### src/rtl/ptp_irq_pkg.sv
// package: register map, field layout and reset values for ptp event irqs
package ptp_irq_pkg;
  // printed offsets are not all multiples of four: keep them as indices
  localparam logic [11:0] TRIG_STATUS_IDX = 12'h688;
  localparam logic [11:0] TRIG_ENABLE_IDX = 12'h68A;
  localparam logic [11:0] TS_STATUS_IDX = 12'h68C;
  localparam logic [11:0] TS_ENABLE_IDX = 12'h68E;
  localparam logic [11:0] HOST_STATUS_IDX = 12'h690;
  localparam logic [11:0] HOST_ENABLE_IDX = 12'h692;
  localparam logic [11:0] IRQ_STATUS_IDX = 12'h694;
  localparam logic [11:0] IRQ_MASK_IDX = 12'h696;
  localparam int UNIT_COUNT = 12;
  localparam int TS_SYNC_BIT = 12;
  localparam int TS_DELAY_BIT = 13;
  localparam int HOST_TRIG_BIT = 10;
  localparam int HOST_TS_BIT = 12;
  localparam logic [15:0] STATUS_RESET = 16'h0000;
  localparam logic [15:0] ENABLE_RESET = 16'h0000;
  localparam logic [1:0] IRQ_RESET = 2'h0;
  localparam logic [11:0] TRIG_MASK = 12'hFFF;
  localparam logic [13:0] TS_MASK = 14'h3FFF;
endpackage : ptp_irq_pkg

### src/rtl/ptp_event_interrupt_status.sv
// ptp trigger and time stamp event interrupt status with apb access
//
// Overview of operation
// - trigger done or error sets unit bit
// - trigger status OR drives host status bit 10
// - trigger bit clears on written one only
// - read-write enable bit per trigger unit
// - trigger enables OR drive host enable bit 10
// - delay egress stamp sets status bit 13
// - sync egress stamp sets status bit 12
// - capture unit ready sets unit bit
// - fourteen stamp bits OR to host bit 12
// - stamp bit clears on written one only
// - stamp enables at 13, 12, 11:0
// - stamp enables OR drive host enable bit 12
`timescale 1ns/100ps
module ptp_event_interrupt_status #(
  parameter int UNITS = 12
) (
  input wire logic CLK_IN,
  input wire logic RST_IN,
  input wire logic PSEL_IN,
  input wire logic PENABLE_IN,
  input wire logic PWRITE_IN,
  input wire logic [13:0] PADDR_IN,
  input wire logic [31:0] PWDATA_IN,
  output logic [31:0] PRDATA_OUT,
  output logic PREADY_OUT,
  output logic PSLVERR_OUT,
  input wire logic [UNITS-1:0] TRIGGER_EVENT_IN,
  input wire logic [UNITS-1:0] CAPTURE_UNIT_READY_IN,
  input wire logic SYNC_STAMP_IN,
  input wire logic DELAY_STAMP_IN,
  output logic TRIGGER_HOST_IRQ_OUT,
  output logic TIMESTAMP_HOST_IRQ_OUT,
  output logic IRQ_OUT
);
  localparam int TSW = UNITS + 2;

  logic [UNITS-1:0] trig_enable_reg;
  logic [UNITS-1:0] trig_enable_next;
  logic [TSW-1:0] ts_enable_reg;
  logic [TSW-1:0] ts_enable_next;
  logic [1:0] irq_mask_reg;
  logic [1:0] irq_mask_next;
  logic [31:0] rdata_reg;
  logic [31:0] rdata_next;
  logic slverr_reg;
  logic [UNITS-1:0] trig_status;
  logic [TSW-1:0] ts_status;
  logic [UNITS-1:0] trig_clear;
  logic [TSW-1:0] ts_clear;
  logic [TSW-1:0] ts_set;
  logic [1:0] irq_status;
  logic [1:0] irq_clear;
  logic [1:0] irq_set;
  logic [1:0] host_status;
  logic [1:0] host_enable;
  logic [1:0] host_irq;
  logic [1:0] host_irq_q;
  logic setup_phase;
  logic wr_take;
  logic rd_setup;
  logic [11:0] idx;
  logic hit_trig_st;
  logic hit_trig_en;
  logic hit_ts_st;
  logic hit_ts_en;
  logic hit_host_st;
  logic hit_host_en;
  logic hit_irq_st;
  logic hit_irq_mask;
  logic addr_hit;

  // map a host-register bit position into a 16-bit word
  function automatic logic [15:0] host_word(input logic [1:0] v);
    logic [15:0] w;
    w = 16'h0000;
    w[ptp_irq_pkg::HOST_TRIG_BIT] = v[0];
    w[ptp_irq_pkg::HOST_TS_BIT] = v[1];
    return w;
  endfunction

  // apb decode: index is byte address divided by four
  assign idx = PADDR_IN[13:2];
  assign hit_trig_st = idx == ptp_irq_pkg::TRIG_STATUS_IDX;
  assign hit_trig_en = idx == ptp_irq_pkg::TRIG_ENABLE_IDX;
  assign hit_ts_st = idx == ptp_irq_pkg::TS_STATUS_IDX;
  assign hit_ts_en = idx == ptp_irq_pkg::TS_ENABLE_IDX;
  assign hit_host_st = idx == ptp_irq_pkg::HOST_STATUS_IDX;
  assign hit_host_en = idx == ptp_irq_pkg::HOST_ENABLE_IDX;
  assign hit_irq_st = idx == ptp_irq_pkg::IRQ_STATUS_IDX;
  assign hit_irq_mask = idx == ptp_irq_pkg::IRQ_MASK_IDX;
  assign addr_hit = hit_trig_st | hit_trig_en | hit_ts_st | hit_ts_en |
    hit_host_st | hit_host_en | hit_irq_st | hit_irq_mask;
  // read data is registered in setup, so the slave answers with no wait state
  assign setup_phase = PSEL_IN & ~PENABLE_IN;
  assign rd_setup = setup_phase & ~PWRITE_IN;
  assign wr_take = PSEL_IN & PENABLE_IN & PWRITE_IN;
  assign PREADY_OUT = 1'b1;
  assign PRDATA_OUT = rdata_reg;
  assign PSLVERR_OUT = PSEL_IN & PENABLE_IN & slverr_reg;

  // write-one clear strobes for the sticky registers
  assign trig_clear = (wr_take & hit_trig_st) ? PWDATA_IN[UNITS-1:0] :
    '0;
  assign ts_clear = (wr_take & hit_ts_st) ? PWDATA_IN[TSW-1:0] : '0;
  assign irq_clear = (wr_take & hit_irq_st) ?
    {PWDATA_IN[ptp_irq_pkg::HOST_TS_BIT],
     PWDATA_IN[ptp_irq_pkg::HOST_TRIG_BIT]} : 2'h0;

  // time stamp events: egress delay, egress sync, then unit ready bits
  assign ts_set = {DELAY_STAMP_IN, SYNC_STAMP_IN, CAPTURE_UNIT_READY_IN};

  // trigger status bits, independent of enables
  w1c_status #(.WIDTH(UNITS)) trig_status_u (
    .clk_in(CLK_IN),
    .rst_in(RST_IN),
    .set_in(TRIGGER_EVENT_IN),
    .clear_in(trig_clear),
    .status_out(trig_status)
  );

  // time stamp status bits
  w1c_status #(.WIDTH(TSW)) ts_status_u (
    .clk_in(CLK_IN),
    .rst_in(RST_IN),
    .set_in(ts_set),
    .clear_in(ts_clear),
    .status_out(ts_status)
  );

  // group reductions into host status and enable bits
  assign host_status = {|ts_status, |trig_status};
  assign host_enable = {|ts_enable_reg, |trig_enable_reg};
  assign host_irq = host_status & host_enable;
  assign TRIGGER_HOST_IRQ_OUT = host_irq[0];
  assign TIMESTAMP_HOST_IRQ_OUT = host_irq[1];

  // rising edge of a group interrupt latches sticky block status
  assign irq_set = host_irq & ~host_irq_q;
  w1c_status #(.WIDTH(2)) irq_status_u (
    .clk_in(CLK_IN),
    .rst_in(RST_IN),
    .set_in(irq_set),
    .clear_in(irq_clear),
    .status_out(irq_status)
  );
  assign IRQ_OUT = |(irq_status & irq_mask_reg);

  // enable and mask next values
  assign trig_enable_next = (wr_take & hit_trig_en) ?
    PWDATA_IN[UNITS-1:0] : trig_enable_reg;
  assign ts_enable_next = (wr_take & hit_ts_en) ?
    PWDATA_IN[TSW-1:0] : ts_enable_reg;
  assign irq_mask_next = (wr_take & hit_irq_mask) ?
    {PWDATA_IN[ptp_irq_pkg::HOST_TS_BIT],
     PWDATA_IN[ptp_irq_pkg::HOST_TRIG_BIT]} : irq_mask_reg;

  // read mux; reserved bits read zero
  always_comb begin
    rdata_next = rdata_reg;
    if (rd_setup) begin
      rdata_next = 32'h0000_0000;
      if (hit_trig_st) rdata_next[UNITS-1:0] = trig_status;
      if (hit_trig_en) rdata_next[UNITS-1:0] = trig_enable_reg;
      if (hit_ts_st) rdata_next[TSW-1:0] = ts_status;
      if (hit_ts_en) rdata_next[TSW-1:0] = ts_enable_reg;
      if (hit_host_st) rdata_next[15:0] = host_word(host_status);
      if (hit_host_en) rdata_next[15:0] = host_word(host_enable);
      if (hit_irq_st) rdata_next[15:0] = host_word(irq_status);
      if (hit_irq_mask) rdata_next[15:0] = host_word(irq_mask_reg);
    end
  end

  // control registers
  always_ff @(posedge CLK_IN or posedge RST_IN) begin
    if (RST_IN) begin
      trig_enable_reg <= ptp_irq_pkg::ENABLE_RESET[UNITS-1:0];
      ts_enable_reg <= ptp_irq_pkg::ENABLE_RESET[TSW-1:0];
      irq_mask_reg <= ptp_irq_pkg::IRQ_RESET;
      host_irq_q <= ptp_irq_pkg::IRQ_RESET;
      rdata_reg <= 32'h0000_0000;
      slverr_reg <= 1'b0;
    end else begin
      trig_enable_reg <= trig_enable_next;
      ts_enable_reg <= ts_enable_next;
      irq_mask_reg <= irq_mask_next;
      host_irq_q <= host_irq;
      rdata_reg <= rdata_next;
      slverr_reg <= setup_phase ? ~addr_hit : slverr_reg;
    end
  end

  // checks
  property p_trig_set;
    @(posedge CLK_IN) disable iff (RST_IN)
      TRIGGER_EVENT_IN[0] |=> trig_status[0];
  endproperty
  a_trig_set: assert property (p_trig_set)
    else $error("trigger event did not set status");

  property p_host_trig;
    @(posedge CLK_IN) disable iff (RST_IN)
      host_status[0] == (trig_status != '0);
  endproperty
  a_host_trig: assert property (p_host_trig)
    else $error("host trigger status is not the or of bits");

  property p_w1c_trig;
    @(posedge CLK_IN) disable iff (RST_IN)
      (trig_status[0] && !TRIGGER_EVENT_IN[0] && !trig_clear[0])
        |=> trig_status[0];
  endproperty
  a_w1c_trig: assert property (p_w1c_trig)
    else $error("trigger status cleared without a written one");

  property p_trig_clr;
    @(posedge CLK_IN) disable iff (RST_IN)
      (trig_clear[0] && !TRIGGER_EVENT_IN[0]) |=> !trig_status[0];
  endproperty
  a_trig_clr: assert property (p_trig_clr)
    else $error("written one did not clear trigger status");

  property p_trig_en;
    @(posedge CLK_IN) disable iff (RST_IN)
      (wr_take && hit_trig_en) |=>
        trig_enable_reg == $past(PWDATA_IN[UNITS-1:0]);
  endproperty
  a_trig_en: assert property (p_trig_en)
    else $error("trigger enable write lost");

  property p_host_en;
    @(posedge CLK_IN) disable iff (RST_IN)
      host_enable == {ts_enable_reg != '0, trig_enable_reg != '0};
  endproperty
  a_host_en: assert property (p_host_en)
    else $error("host enable is not the or of enables");

  property p_delay_set;
    @(posedge CLK_IN) disable iff (RST_IN)
      DELAY_STAMP_IN |=> ts_status[TSW-1] && host_status[1];
  endproperty
  a_delay_set: assert property (p_delay_set)
    else $error("delay stamp did not set bit 13");

  property p_sync_set;
    @(posedge CLK_IN) disable iff (RST_IN)
      SYNC_STAMP_IN |=> ts_status[TSW-2] && host_status[1];
  endproperty
  a_sync_set: assert property (p_sync_set)
    else $error("sync stamp did not set bit 12");

  property p_ready_set;
    @(posedge CLK_IN) disable iff (RST_IN)
      CAPTURE_UNIT_READY_IN[UNITS-1] |=> ts_status[UNITS-1];
  endproperty
  a_ready_set: assert property (p_ready_set)
    else $error("capture ready did not set status");

  property p_ts_clr;
    @(posedge CLK_IN) disable iff (RST_IN)
      (ts_clear[TSW-1] && !DELAY_STAMP_IN && ts_status[0] &&
       !ts_clear[0]) |=> !ts_status[TSW-1] && ts_status[0];
  endproperty
  a_ts_clr: assert property (p_ts_clr)
    else $error("stamp clear wrong bit");

  property p_irq;
    @(posedge CLK_IN) disable iff (RST_IN)
      TIMESTAMP_HOST_IRQ_OUT == (host_status[1] && host_enable[1]);
  endproperty
  a_irq: assert property (p_irq)
    else $error("stamp interrupt disagrees with status and enable");

  property p_host_ts;
    @(posedge CLK_IN) disable iff (RST_IN)
      host_status[1] == (ts_status != '0);
  endproperty
  a_host_ts: assert property (p_host_ts)
    else $error("host stamp status is not the or of bits");

  property p_ts_en;
    @(posedge CLK_IN) disable iff (RST_IN)
      (wr_take && hit_ts_en) |=>
        ts_enable_reg == $past(PWDATA_IN[TSW-1:0]);
  endproperty
  a_ts_en: assert property (p_ts_en)
    else $error("stamp enable write lost");

  property p_trig_irq;
    @(posedge CLK_IN) disable iff (RST_IN)
      TRIGGER_HOST_IRQ_OUT == (host_status[0] && host_enable[0]);
  endproperty
  a_trig_irq: assert property (p_trig_irq)
    else $error("trigger interrupt disagrees with status and enable");

  c_trig_irq: cover property (@(posedge CLK_IN) TRIGGER_HOST_IRQ_OUT);
  c_ts_irq: cover property (@(posedge CLK_IN) TIMESTAMP_HOST_IRQ_OUT);
  c_set_clear: cover property (@(posedge CLK_IN)
    TRIGGER_EVENT_IN[0] && trig_clear[0]);
  c_out_irq: cover property (@(posedge CLK_IN) IRQ_OUT);
endmodule // ptp_event_interrupt_status

### src/rtl/w1c_status.sv
// sticky status bits: hardware set, software write-one clear, set wins
`timescale 1ns/100ps
module w1c_status #(
  parameter int WIDTH = 12
) (
  input wire logic clk_in,
  input wire logic rst_in,
  input wire logic [WIDTH-1:0] set_in,
  input wire logic [WIDTH-1:0] clear_in,
  output logic [WIDTH-1:0] status_out
);
  logic [WIDTH-1:0] status_reg;
  logic [WIDTH-1:0] status_next;

  // a set in the clear cycle survives, so no event is lost
  assign status_next = (status_reg & ~clear_in) | set_in;
  assign status_out = status_reg;

  // state update
  always_ff @(posedge clk_in or posedge rst_in) begin
    if (rst_in) begin
      status_reg <= ptp_irq_pkg::STATUS_RESET[WIDTH-1:0];
    end else begin
      status_reg <= status_next;
    end
  end
endmodule // w1c_status

### config.mk
export PLATFORM = sky130hd
export DESIGN_NAME = ptp_event_interrupt_status
export DESIGN_NICKNAME = d
export VERILOG_FILES = /design/src/rtl/ptp_irq_pkg.sv /design/src/rtl/ptp_event_interrupt_status.sv /design/src/rtl/w1c_status.sv
export SDC_FILE = /design/constraint.sdc
export NUM_CORES = 1
export LEC_CHECK = 0
export BUFFER_PORTS_ARGS = -buffer_cell sky130_fd_sc_hd__buf_2
export CAP_MARGIN = 0
export CORE_MARGIN = 5
export CORE_UTILIZATION = 47
export DETAILED_ROUTE_END_ITERATION = 7
export PLACE_DENSITY = 0.77
export SYNTH_ARGS = -nofsm -noshare
export SYNTH_HDL_FRONTEND = slang
export SYNTH_HIERARCHICAL = 1
export SYNTH_SLANG_ARGS = --single-unit
### constraint.sdc
create_clock -name CLK_IN -period 1.35 [get_ports CLK_IN]
set_clock_uncertainty 0.15 [all_clocks]
set_input_delay 0.135 -clock CLK_IN [delete_from_list [all_inputs] [get_ports CLK_IN]]
set_output_delay 0.135 -clock CLK_IN [all_outputs]
set_load 0.1 [all_outputs]
# Word-level counts from Yosys, hierarchy flattened
# Cells that the tools add are included.
# word_totals
elab_cells	67
romBits	0
ff_bits	75
ram_bits	0
out_inout_bits	37
inputBits	77
memories	0
latch_bits	0
# classes
n_reduce_logical	5
n_div	0
bitwise_logic	34
add_sub_neg	0
muxes	11
magnitude_cmp	0
n_shift	0
n_mul	0
n_eq_ne	8
# op_table
operator	count
$eq A12 B11 Y1 const B	8
$mux W14	4
$mux W16	3
$mux W12	3
$reduce_or A14 Y1	2
$reduce_or A12 Y1	2
$and A14 B14 Y14	1
$not A14 Y14	1
$or A14 B14 Y14	1
$and A12 B12 Y12	1
$not A12 Y12	1
$or A12 B12 Y12	1
$and A1 B1 Y1	11
$and A2 B2 Y2	4
$or A1 B1 Y1	7
$not A2 Y2	2
$not A1 Y1	3
$mux W2	1
$or A2 B2 Y2	1
$reduce_or A2 Y1	1

# Longest topological paths before layout
# Gate-level depths: netlist of run 1.
# depth
word_depth	9
depth_mapped	8
ltp_nobuf	7

# Modules after synthesis
# The synthesis of run 1 kept the hierarchy.
# by_module_without_submodules
mod	seq_area_each_um2	cells_per_inst	instances	area_per_inst_um2
ptp_event_interrupt_status	1126.1	276	1	2763.9
w1c_status (ts_status_u)	350.3	43	1	511.7
w1c_status (trig_status_u)	300.3	37	1	439.2
w1c_status (irq_status_u)	50.0	7	1	76.3

# Worst setup path before layout of run 1
# Ideal clock, no wire load.
# synth_timing
path_kind	register -> register
start	register ts_enable_reg[9]
end	register irq_status_u.status_reg[1] (netlist: irq_status_u/status_out[1])
path_slack_ns	-0.605
synth_period_minus_slack_ns	1.955
n_path_buf	0
arrival_ns	1.687
setup_ns	0.118
t_required_ns	1.082
path_stages_with_launch	6
path_cell_list	dfrtp_1 -> nor4_1 -> nand4_1 -> and2_1 -> nor2b_1 -> a21o_1
# synth_between
elab_chain_len	4
# synth_lines
item	line	source
from (decl)	ptp_event_interrupt_status.sv:42	logic [TSW-1:0] ts_enable_reg;
from (signal assigned)	ptp_event_interrupt_status.sv:180	ts_enable_reg <= ptp_irq_pkg::ENABLE_RESET[TSW-1:0];
from (signal assigned)	ptp_event_interrupt_status.sv:187	ts_enable_reg <= ts_enable_next;
$reduce_or A14 Y1	ptp_event_interrupt_status.sv:135	assign host_enable = {|ts_enable_reg, |trig_enable_reg};
$and A2 B2 Y2	ptp_event_interrupt_status.sv:136	assign host_irq = host_status & host_enable;
via TIMESTAMP_HOST_IRQ_OUT	ptp_event_interrupt_status.sv:35	output logic TIMESTAMP_HOST_IRQ_OUT,
$and A2 B2 Y2	ptp_event_interrupt_status.sv:141	assign irq_set = host_irq & ~host_irq_q;
via irq_set[1]	ptp_event_interrupt_status.sv:56	logic [1:0] irq_set;
$or A2 B2 Y2	w1c_status.sv:16	assign status_next = (status_reg & ~clear_in) | set_in;
via irq_status_u.status_next[1]	w1c_status.sv:13	logic [WIDTH-1:0] status_next;
to (signal assigned)	w1c_status.sv:22	status_reg <= ptp_irq_pkg::STATUS_RESET[WIDTH-1:0];
to (signal assigned)	w1c_status.sv:24	status_reg <= status_next;
to (decl)	w1c_status.sv:12	logic [WIDTH-1:0] status_reg;
# The timed path passes the listed nets, and every way through them passes these cells.
# A chain may end at the register's enable or synchronous reset.

# Final worst setup path of run 1
# layout_timing
start	register ts_enable_reg[3]
end	output TIMESTAMP_HOST_IRQ_OUT
# layout_between
elab_chain_len	2
# layout_lines
item	line
$reduce_or A14 Y1	ptp_event_interrupt_status.sv:135
$and A2 B2 Y2	ptp_event_interrupt_status.sv:136
to (decl)	ptp_event_interrupt_status.sv:35
# Every way passes these cells.

==> impl_metrics.yaml, run 1 <==
global_routing:
  grt-ovfl-total: 0
  grt_antenna_before_repair: 0
  vias_in_the_first_global_route: 3913
  grt_max_degree: 46
  grt_pass1_wl_mm: 20.7
  grt_use_total_pct: 27.0
floorplanning:
  initial_core_util_pct: 48.6
  die-area_mm2: 0.00996
  rows: 32
  core_region_area_mm2: 0.00781
  die-height_um: 99.8
  die_w_um: 99.8
  io_pins: 114
worst_setup_path:
  reg2reg_setup_slack_ps: -580
  worst-endpoint-arrival_ps: 1840
  cp-start-kind: "register"
  launching_point_of_the_worst_reg2reg_path: "trig_enable_reg[6]$_DFFE_PP0P_"
  worst_r2r_endpoint: "PRDATA_OUT[10]$_DFFE_PP0P_"
  crit_chain: "nor4_2 > buf_4 > nand4_1 > and2_4 > buf_6"
  crit_path_top_delay_cell: "dfrtp_1"
  worst-r2r-cell-count: 6
  crit_path_end_kind: "primary output"
  critPathMaxFanout: 3
  crit_type: "reg2out"
  max_stage_delay_ps: 410
  critical_path_required_ps: 1070
cells_and_area:
  share_of_cells_above_drive_strength_1_pct: 56.1
  finalInstanceArea_mm2: 0.00635
  diodes: 0
  syn_to_final_growth_pct: 67.5
  fin_nets: 653
yosys:
  synth_seq_cells: 73
  flip_flop_cell_with_the_highest_count_after_synthesis: "dfrtp_1"
  avgSynthCellArea_um2: 10.4
  synth.yosys.warnings: 6
  count_of_flip_flops_with_a_built_in_enable_after_synthesis: 0
  synth_top_area_share_pct: 48.2
  sequential_area_share_after_synthesis_pct: 48.2
  ys_types: 43
  syn_inst: 363
  cell_with_the_most_instances_after_synthesis: "dfrtp_1"
  synthTopCellsByArea: "dfrtp_1, mux2_2, a21o_1, and2_1, buf_4"
  async_reset_ff_share_pct: 100
  synthTopCellsByCount: "dfrtp_1, mux2_2, inv_1, a21o_1, and2_1"
  synth_largest_area_cell: "dfrtp_1"
  post_synth_instance_area_mm2: 0.00379
sta:
  rsz0062_at_grt: "yes"
  slew_of_the_pin_with_the_lowest_slew_margin_ps: 507
  relSlewSlack_pct: 66.2
  period_needed_ps: 2120
  layout_worst_path_cycle_share_pct: 157
  fin_ws_ps: -772
  setup_viol_count_final: 75
  final-hold-violation-count: 0
  timing.final.max_slew_violations: 0
  achievable-frequency_ghz: 0.471
routing:
  drt-wirelength-per-cell_um: 22.2
  drc: 0
  ant_nets: 0
  dr.pass1.iters: 7
  detailroute.via_count: 3911
  first_iter_violations: 409
  vias_per_cell: 5.73
  route.final.wire_length_mm: 15.2
hold_path:
  min_path_cells: 2
  worstHoldPathType: "in2reg"
  whs_endpoint: "ts_enable_reg[10]$_DFFE_PP0P_"
  timing.hold.worst.start: "PWDATA_IN[10]"
power_and_ir_drop:
  report.power.total_mw: 4.77
  leakage_nw: 2.89
  ir_worst_vdd_mv: 0.582
  pwr_density_cell_mw_per_mm2: 751
place:
  post_detailed_placement_cell_area_mm2: 0.00509
  port_buffers: 74
  gp_routability_congestion: 0.855
  place_hpwl_mm: 7.87
  pre_cts_ws_ps: -531
clock_network:
  root_buffer: "clkbuf_8"
  cts.path.max_buffers: 2
  cts_num_sinks: 73
  ctsHtreeMaxLevel: 3
  worstSkewPairLatency_ps: 360
  inserted_clock_buffers: 9
  worst_setup_hold_path_clk_slew_ps: 90
  cts_tree: "done"
outcome:
  outcome: "complete, but fails checks"
  failed_checks: "setup timing"
job:
  max_cap_viol_count: 0
-- repair_timing --
action,CTS,global route
gates cloned,1,2
buffers inserted,13,9
pin swaps,24,28
hold endpoints to repair,125,0
setup endpoints to repair,49,63
gates resized for setup,51,79
hold buffers,41,0
-- critical path: cells and delay by family (launching register included) --
| kind | cells | cell delay [ps] |
|---|---|---|
| buf+inv | 2 | 340 |
| flops | 1 | 410 |
| simple gates | 3 | 730 |
-- routing by layer --
metal  wire [um]  vias to the layer above  GRT usage [%]
met5           0                        -              0
met4         931                        0           14.3
met3        1360                       89           5.42
met2        7170                      297           44.2
met1        5710                     1873           33.8
li1            -                     1652              -
-- kinds of logic (layout without fill, tap and decap cells) --
kind of cell	count (synthesis)	in the layout	synth area share (%)
AO/OA/AOI/OAI	66	66	12.2
buffers and inverters	69	269	9.54
flip-flops	73	73	48.2
multiplexers	43	43	13.0
other	2	19	0.198
AND/OR/NAND/NOR	110	111	16.9
-- power breakdown --
part           internal [mW]  switching [mW]  total (mW)
combinational          0.303           0.579       0.883
clock                  0.684           0.964        1.65
sequential              2.21          0.0225        2.24
-- worst max-delay path by stage --
stage                                       from                                     end  slack [ps]  cells past startpoint
floorplan                            PADDR_IN[8]  trig_status_u/status_out[10]$_DFF_PP0_        -270                      8
CTS                 ts_enable_reg[3]$_DFFE_PP0P_                  TIMESTAMP_HOST_IRQ_OUT        -700                      5
finish              ts_enable_reg[3]$_DFFE_PP0P_                  TIMESTAMP_HOST_IRQ_OUT        -770                      5
global route        ts_enable_reg[3]$_DFFE_PP0P_                  TIMESTAMP_HOST_IRQ_OUT        -820                      5
detailed placement  ts_enable_reg[3]$_DFFE_PP0P_                  TIMESTAMP_HOST_IRQ_OUT        -530                      5
global placement    ts_enable_reg[3]$_DFFE_PP0P_                  TIMESTAMP_HOST_IRQ_OUT        -500                      5
-- per-stage QoR --
stage          std cells  hold WS [ps]  setup TNS, ps  utilization [%]
4_1_cts              674          4.34          -4170             76.9
3_3_place_gp         605          -127         -24810             65.1
5_1_grt              683          19.8         -12990             81.3
6_report             683          45.8         -10610             81.3
3_5_place_dp         605          -119         -27840             65.1
2_1_floorplan        380          -274         -10250                -
-- layout make-up --
cell class	instances	area [um2]
clock buffers	9	124
clock inverters	7	52.6
fillers	384	1460
inverters	36	135
multi-input cells	239	2170
flip-flops and latches	73	1830
well taps	102	128
repair buffers	217	1910
-- cells in the final DEF (no fill, tap or decap), drive strengths merged, types with 3 or more instances in the layout --
| cell | netlist | layout |
|---|---|---|
| clkbuf | 3 | 9 |
| nand4 | 4 | 4 |
| mux2i | 3 | 3 |
| nor2 | 20 | 20 |
| dlygate4sd3 | 0 | 41 |
| clkinv | 0 | 3 |
| o221ai | 11 | 11 |
| nand2b | 3 | 3 |
| a21o | 28 | 28 |
| dfrtp | 73 | 73 |
| o21ai | 15 | 15 |
| inv | 36 | 39 |
| conb | 2 | 19 |
| nor3 | 6 | 6 |
| and3 | 3 | 3 |
| a21oi | 5 | 5 |
| nand3 | 5 | 5 |
| nor4 | 15 | 15 |
| mux2 | 39 | 39 |
| buf | 30 | 176 |
| and2 | 28 | 28 |
| nand2 | 17 | 17 |
Power figures use the tool's default switching activity.
==> run 2, diff against run 1 <==
--- a/config.mk
+++ b/config.mk
@@ -10,5 +10,5 @@
 export CORE_MARGIN = 5
-export CORE_UTILIZATION = 47
+export CORE_UTILIZATION = 52
 export DETAILED_ROUTE_END_ITERATION = 7
-export PLACE_DENSITY = 0.77
+export PLACE_DENSITY = 0.81
 export SYNTH_ARGS = -nofsm -noshare
==> constraint.sdc (replaced) <==
create_clock -name CLK_IN -period 2.3 [get_ports CLK_IN]
set_clock_uncertainty 0.15 [all_clocks]
set_input_delay 0.23 -clock CLK_IN [delete_from_list [all_inputs] [get_ports CLK_IN]]
set_output_delay 0.23 -clock CLK_IN [all_outputs]
set_load 0.005 [all_outputs]
==> run 2 against run 1 <==
Against the previous run:
- the run now ends clean
- sequential share of layout area up 10 points
- cell area shrank 26%
- first-iteration DRC count shrank 62%
- critical path depth down 1
- non-clock buffer count fell by 106
- flip-flop and latch count unchanged
- utilization is 16 points lower
- sequential power decreased by 42%
- power decreased by 46%
- die area decreased by 8.7%
- combinational power down 75%
- clock-buffer cell count stayed put
==> impl_metrics.yaml, run 2 (synthesis gave the netlist of run 1 again) <==
routing:
  detailroute.via_count: 3078
  dr.pass1.iters: 4
  ant_nets: 0
  drc: 0
  vias_per_cell: 5.37
  drt-wirelength-per-cell_um: 16.6
  first_iter_violations: 156
  route.final.wire_length_mm: 9.54
sta:
  period_needed_ps: 2220
  rsz0062_at_grt: "no"
  slew_of_the_pin_with_the_lowest_slew_margin_ps: 601
  layout_worst_path_cycle_share_pct: 96.5
  timing.final.max_slew_violations: 0
  timing.setup.tns_ps: 0
  setup_viol_count_final: 0
  fin_ws_ps: 80.5
  achievable-frequency_ghz: 0.451
  final-hold-violation-count: 0
  relSlewSlack_pct: 59.9
clock_network:
  postCtsSetupBuffers: 0
  cts_num_sinks: 73
  root_buffer: "clkbuf_8"
  worst_setup_hold_path_clk_slew_ps: 90
  cts_tree: "done"
  ctsHtreeMaxLevel: 3
  worstSkewPairLatency_ps: 350
  cts.path.max_buffers: 2
  inserted_clock_buffers: 9
global_routing:
  grt_pass1_wl_mm: 15.2
  vias_in_the_first_global_route: 3145
  grt_antenna_before_repair: 0
  grt_max_degree: 46
  grt-ovfl-total: 0
  grt_use_total_pct: 22.4
worst_setup_path:
  critPathMaxFanout: 3
  crit_path_end_kind: "primary output"
  critical_path_required_ps: 1920
  crit_path_top_delay_cell: "nor4_1"
  max_stage_delay_ps: 450
  worst-endpoint-arrival_ps: 1840
  cp-start-kind: "register"
  crit_chain: "nor4_1 > nand4_1 > and2_1 > buf_2"
  crit_type: "reg2out"
cells_and_area:
  most-common-layout-cells: "buf_2, dfrtp_1, mux2_2"
  sequential_cell_area_mm2: 0.00183
  syn_to_final_growth_pct: 23.7
  final_cells: 573
  diodes: 0
  multi_input_area_mm2: 0.00167
  fin_nets: 546
  most_frequent_standard_cell_in_the_layout_excluding_fill_and_tap_cells: "buf_2"
  share_of_cells_above_drive_strength_1_pct: 30.6
  layout.filler_cells: 578
job:
  max_cap_viol_count: 0
power_and_ir_drop:
  pwr_density_cell_mw_per_mm2: 547
  ir_worst_vdd_mv: 0.384
  leakage_nw: 2.17
  report.power.total_mw: 2.56
hold_path:
  worstHoldPathType: "in2reg"
floorplanning:
  die-height_um: 95.4
  die_w_um: 95.4
  rows: 31
  initial_core_util_pct: 52.8
  core_region_area_mm2: 0.00718
  die-area_mm2: 0.00910
  io_pins: 114
place:
  place_hpwl_mm: 6.99
  port_buffers: 74
  pre_cts_ws_ps: 218
  placed_cells_incl_taps: 528
  gp_routability_congestion: 0.913
outcome:
  outcome: "complete, no violations"
[run 2: cell count changes in the layout (fill, tap and decap cells not counted), moves of 7 or more]
cell | previous run | this run
buf_4 | 86 | 7
and2_1 | 5 | 28
and2_4 | 23 | 0
buf_2 | 53 | 74
inv_1 | 15 | 36
inv_2 | 21 | 0
buf_12 | 20 | 1
mux2_2 | 21 | 39
mux2_4 | 18 | 0
buf_6 | 17 | 0
dlygate4sd3_1 | 41 | 29
o221ai_1 | 0 | 11
nor4_1 | 7 | 15
o221ai_4 | 7 | 0
[run 2: layout make-up]
class,instances,area share (%)
clock buffers,9,2.64
repair buffers,111,15.6
flip-flops and latches,73,39.0
inverters,36,2.88
well taps,99,2.64
multi-input cells,238,35.5
clock inverters,7,1.68
[run 2: power by group]
group / switching, mW / internal (mW) / leakage (nW) / total (mW)
combinational: 0.120 / 0.103 / 1.19 / 0.223
sequential: 0.0134 / 1.30 / 0.878 / 1.31
clock: 0.520 / 0.510 / 0.0925 / 1.03
[run 2: stage by stage]
| step | util, % | hold WS (ps) | instance area (um2) |
|---|---|---|---|
| after global placement | 58.5 | -34.7 | 4200 |
| final | 65.3 | 17.8 | 4690 |
| after global routing | 65.3 | 11.6 | 4690 |
| after floorplan | - | -179 | 3850 |
| after detailed placement | 58.5 | -33.9 | 4200 |
| after CTS | 65.3 | 5.76 | 4690 |
[run 2: path summary, 6_finish.rpt]
check	cells past startpoint	endpoint	startpoint	slack (ps)
min reg2reg	2	PRDATA_OUT[11]$_DFFE_PP0P_	PRDATA_OUT[11]$_DFFE_PP0P_	330
max reg2reg	5	irq_status_u/status_out[1]$_DFF_PP0_	ts_enable_reg[0]$_DFFE_PP0P_	400
max	4	TIMESTAMP_HOST_IRQ_OUT	ts_enable_reg[0]$_DFFE_PP0P_	80
min in group asynchronous	3	irq_status_u/status_out[1]$_DFF_PP0_	RST_IN	150
max in group asynchronous	4	PRDATA_OUT[13]$_DFFE_PP0P_	RST_IN	1130
min	2	ts_enable_reg[0]$_DFFE_PP0P_	PWDATA_IN[0]	20
[run 2: per-layer routing]
| layer | vias to the layer above | share of wire (%) | GRT usage (%) |
|---|---|---|---|
| li1 | 1438 | - | - |
| met4 | 0 | 2.4 | 9.48 |
| met2 | 114 | 51 | 39.1 |
| met1 | 1508 | 40 | 26.9 |
| met5 | - | 0 | 0 |
| met3 | 18 | 6.9 | 4.50 |
[run 2: critical path, delay by kind of cell, from the launching register on]
kind,cells,cell delay [ps]
flops,1,420
buf+inv,1,140
simple gates,3,940
[run 2: timing repair]
| action | 4_1_cts | 5_1_grt |
|---|---|---|
| hold buffers | 29 | 0 |
| hold endpoints to repair | 102 | 0 |
| setup endpoints to repair | 0 | 0 |
| gates resized for setup | 0 | 0 |
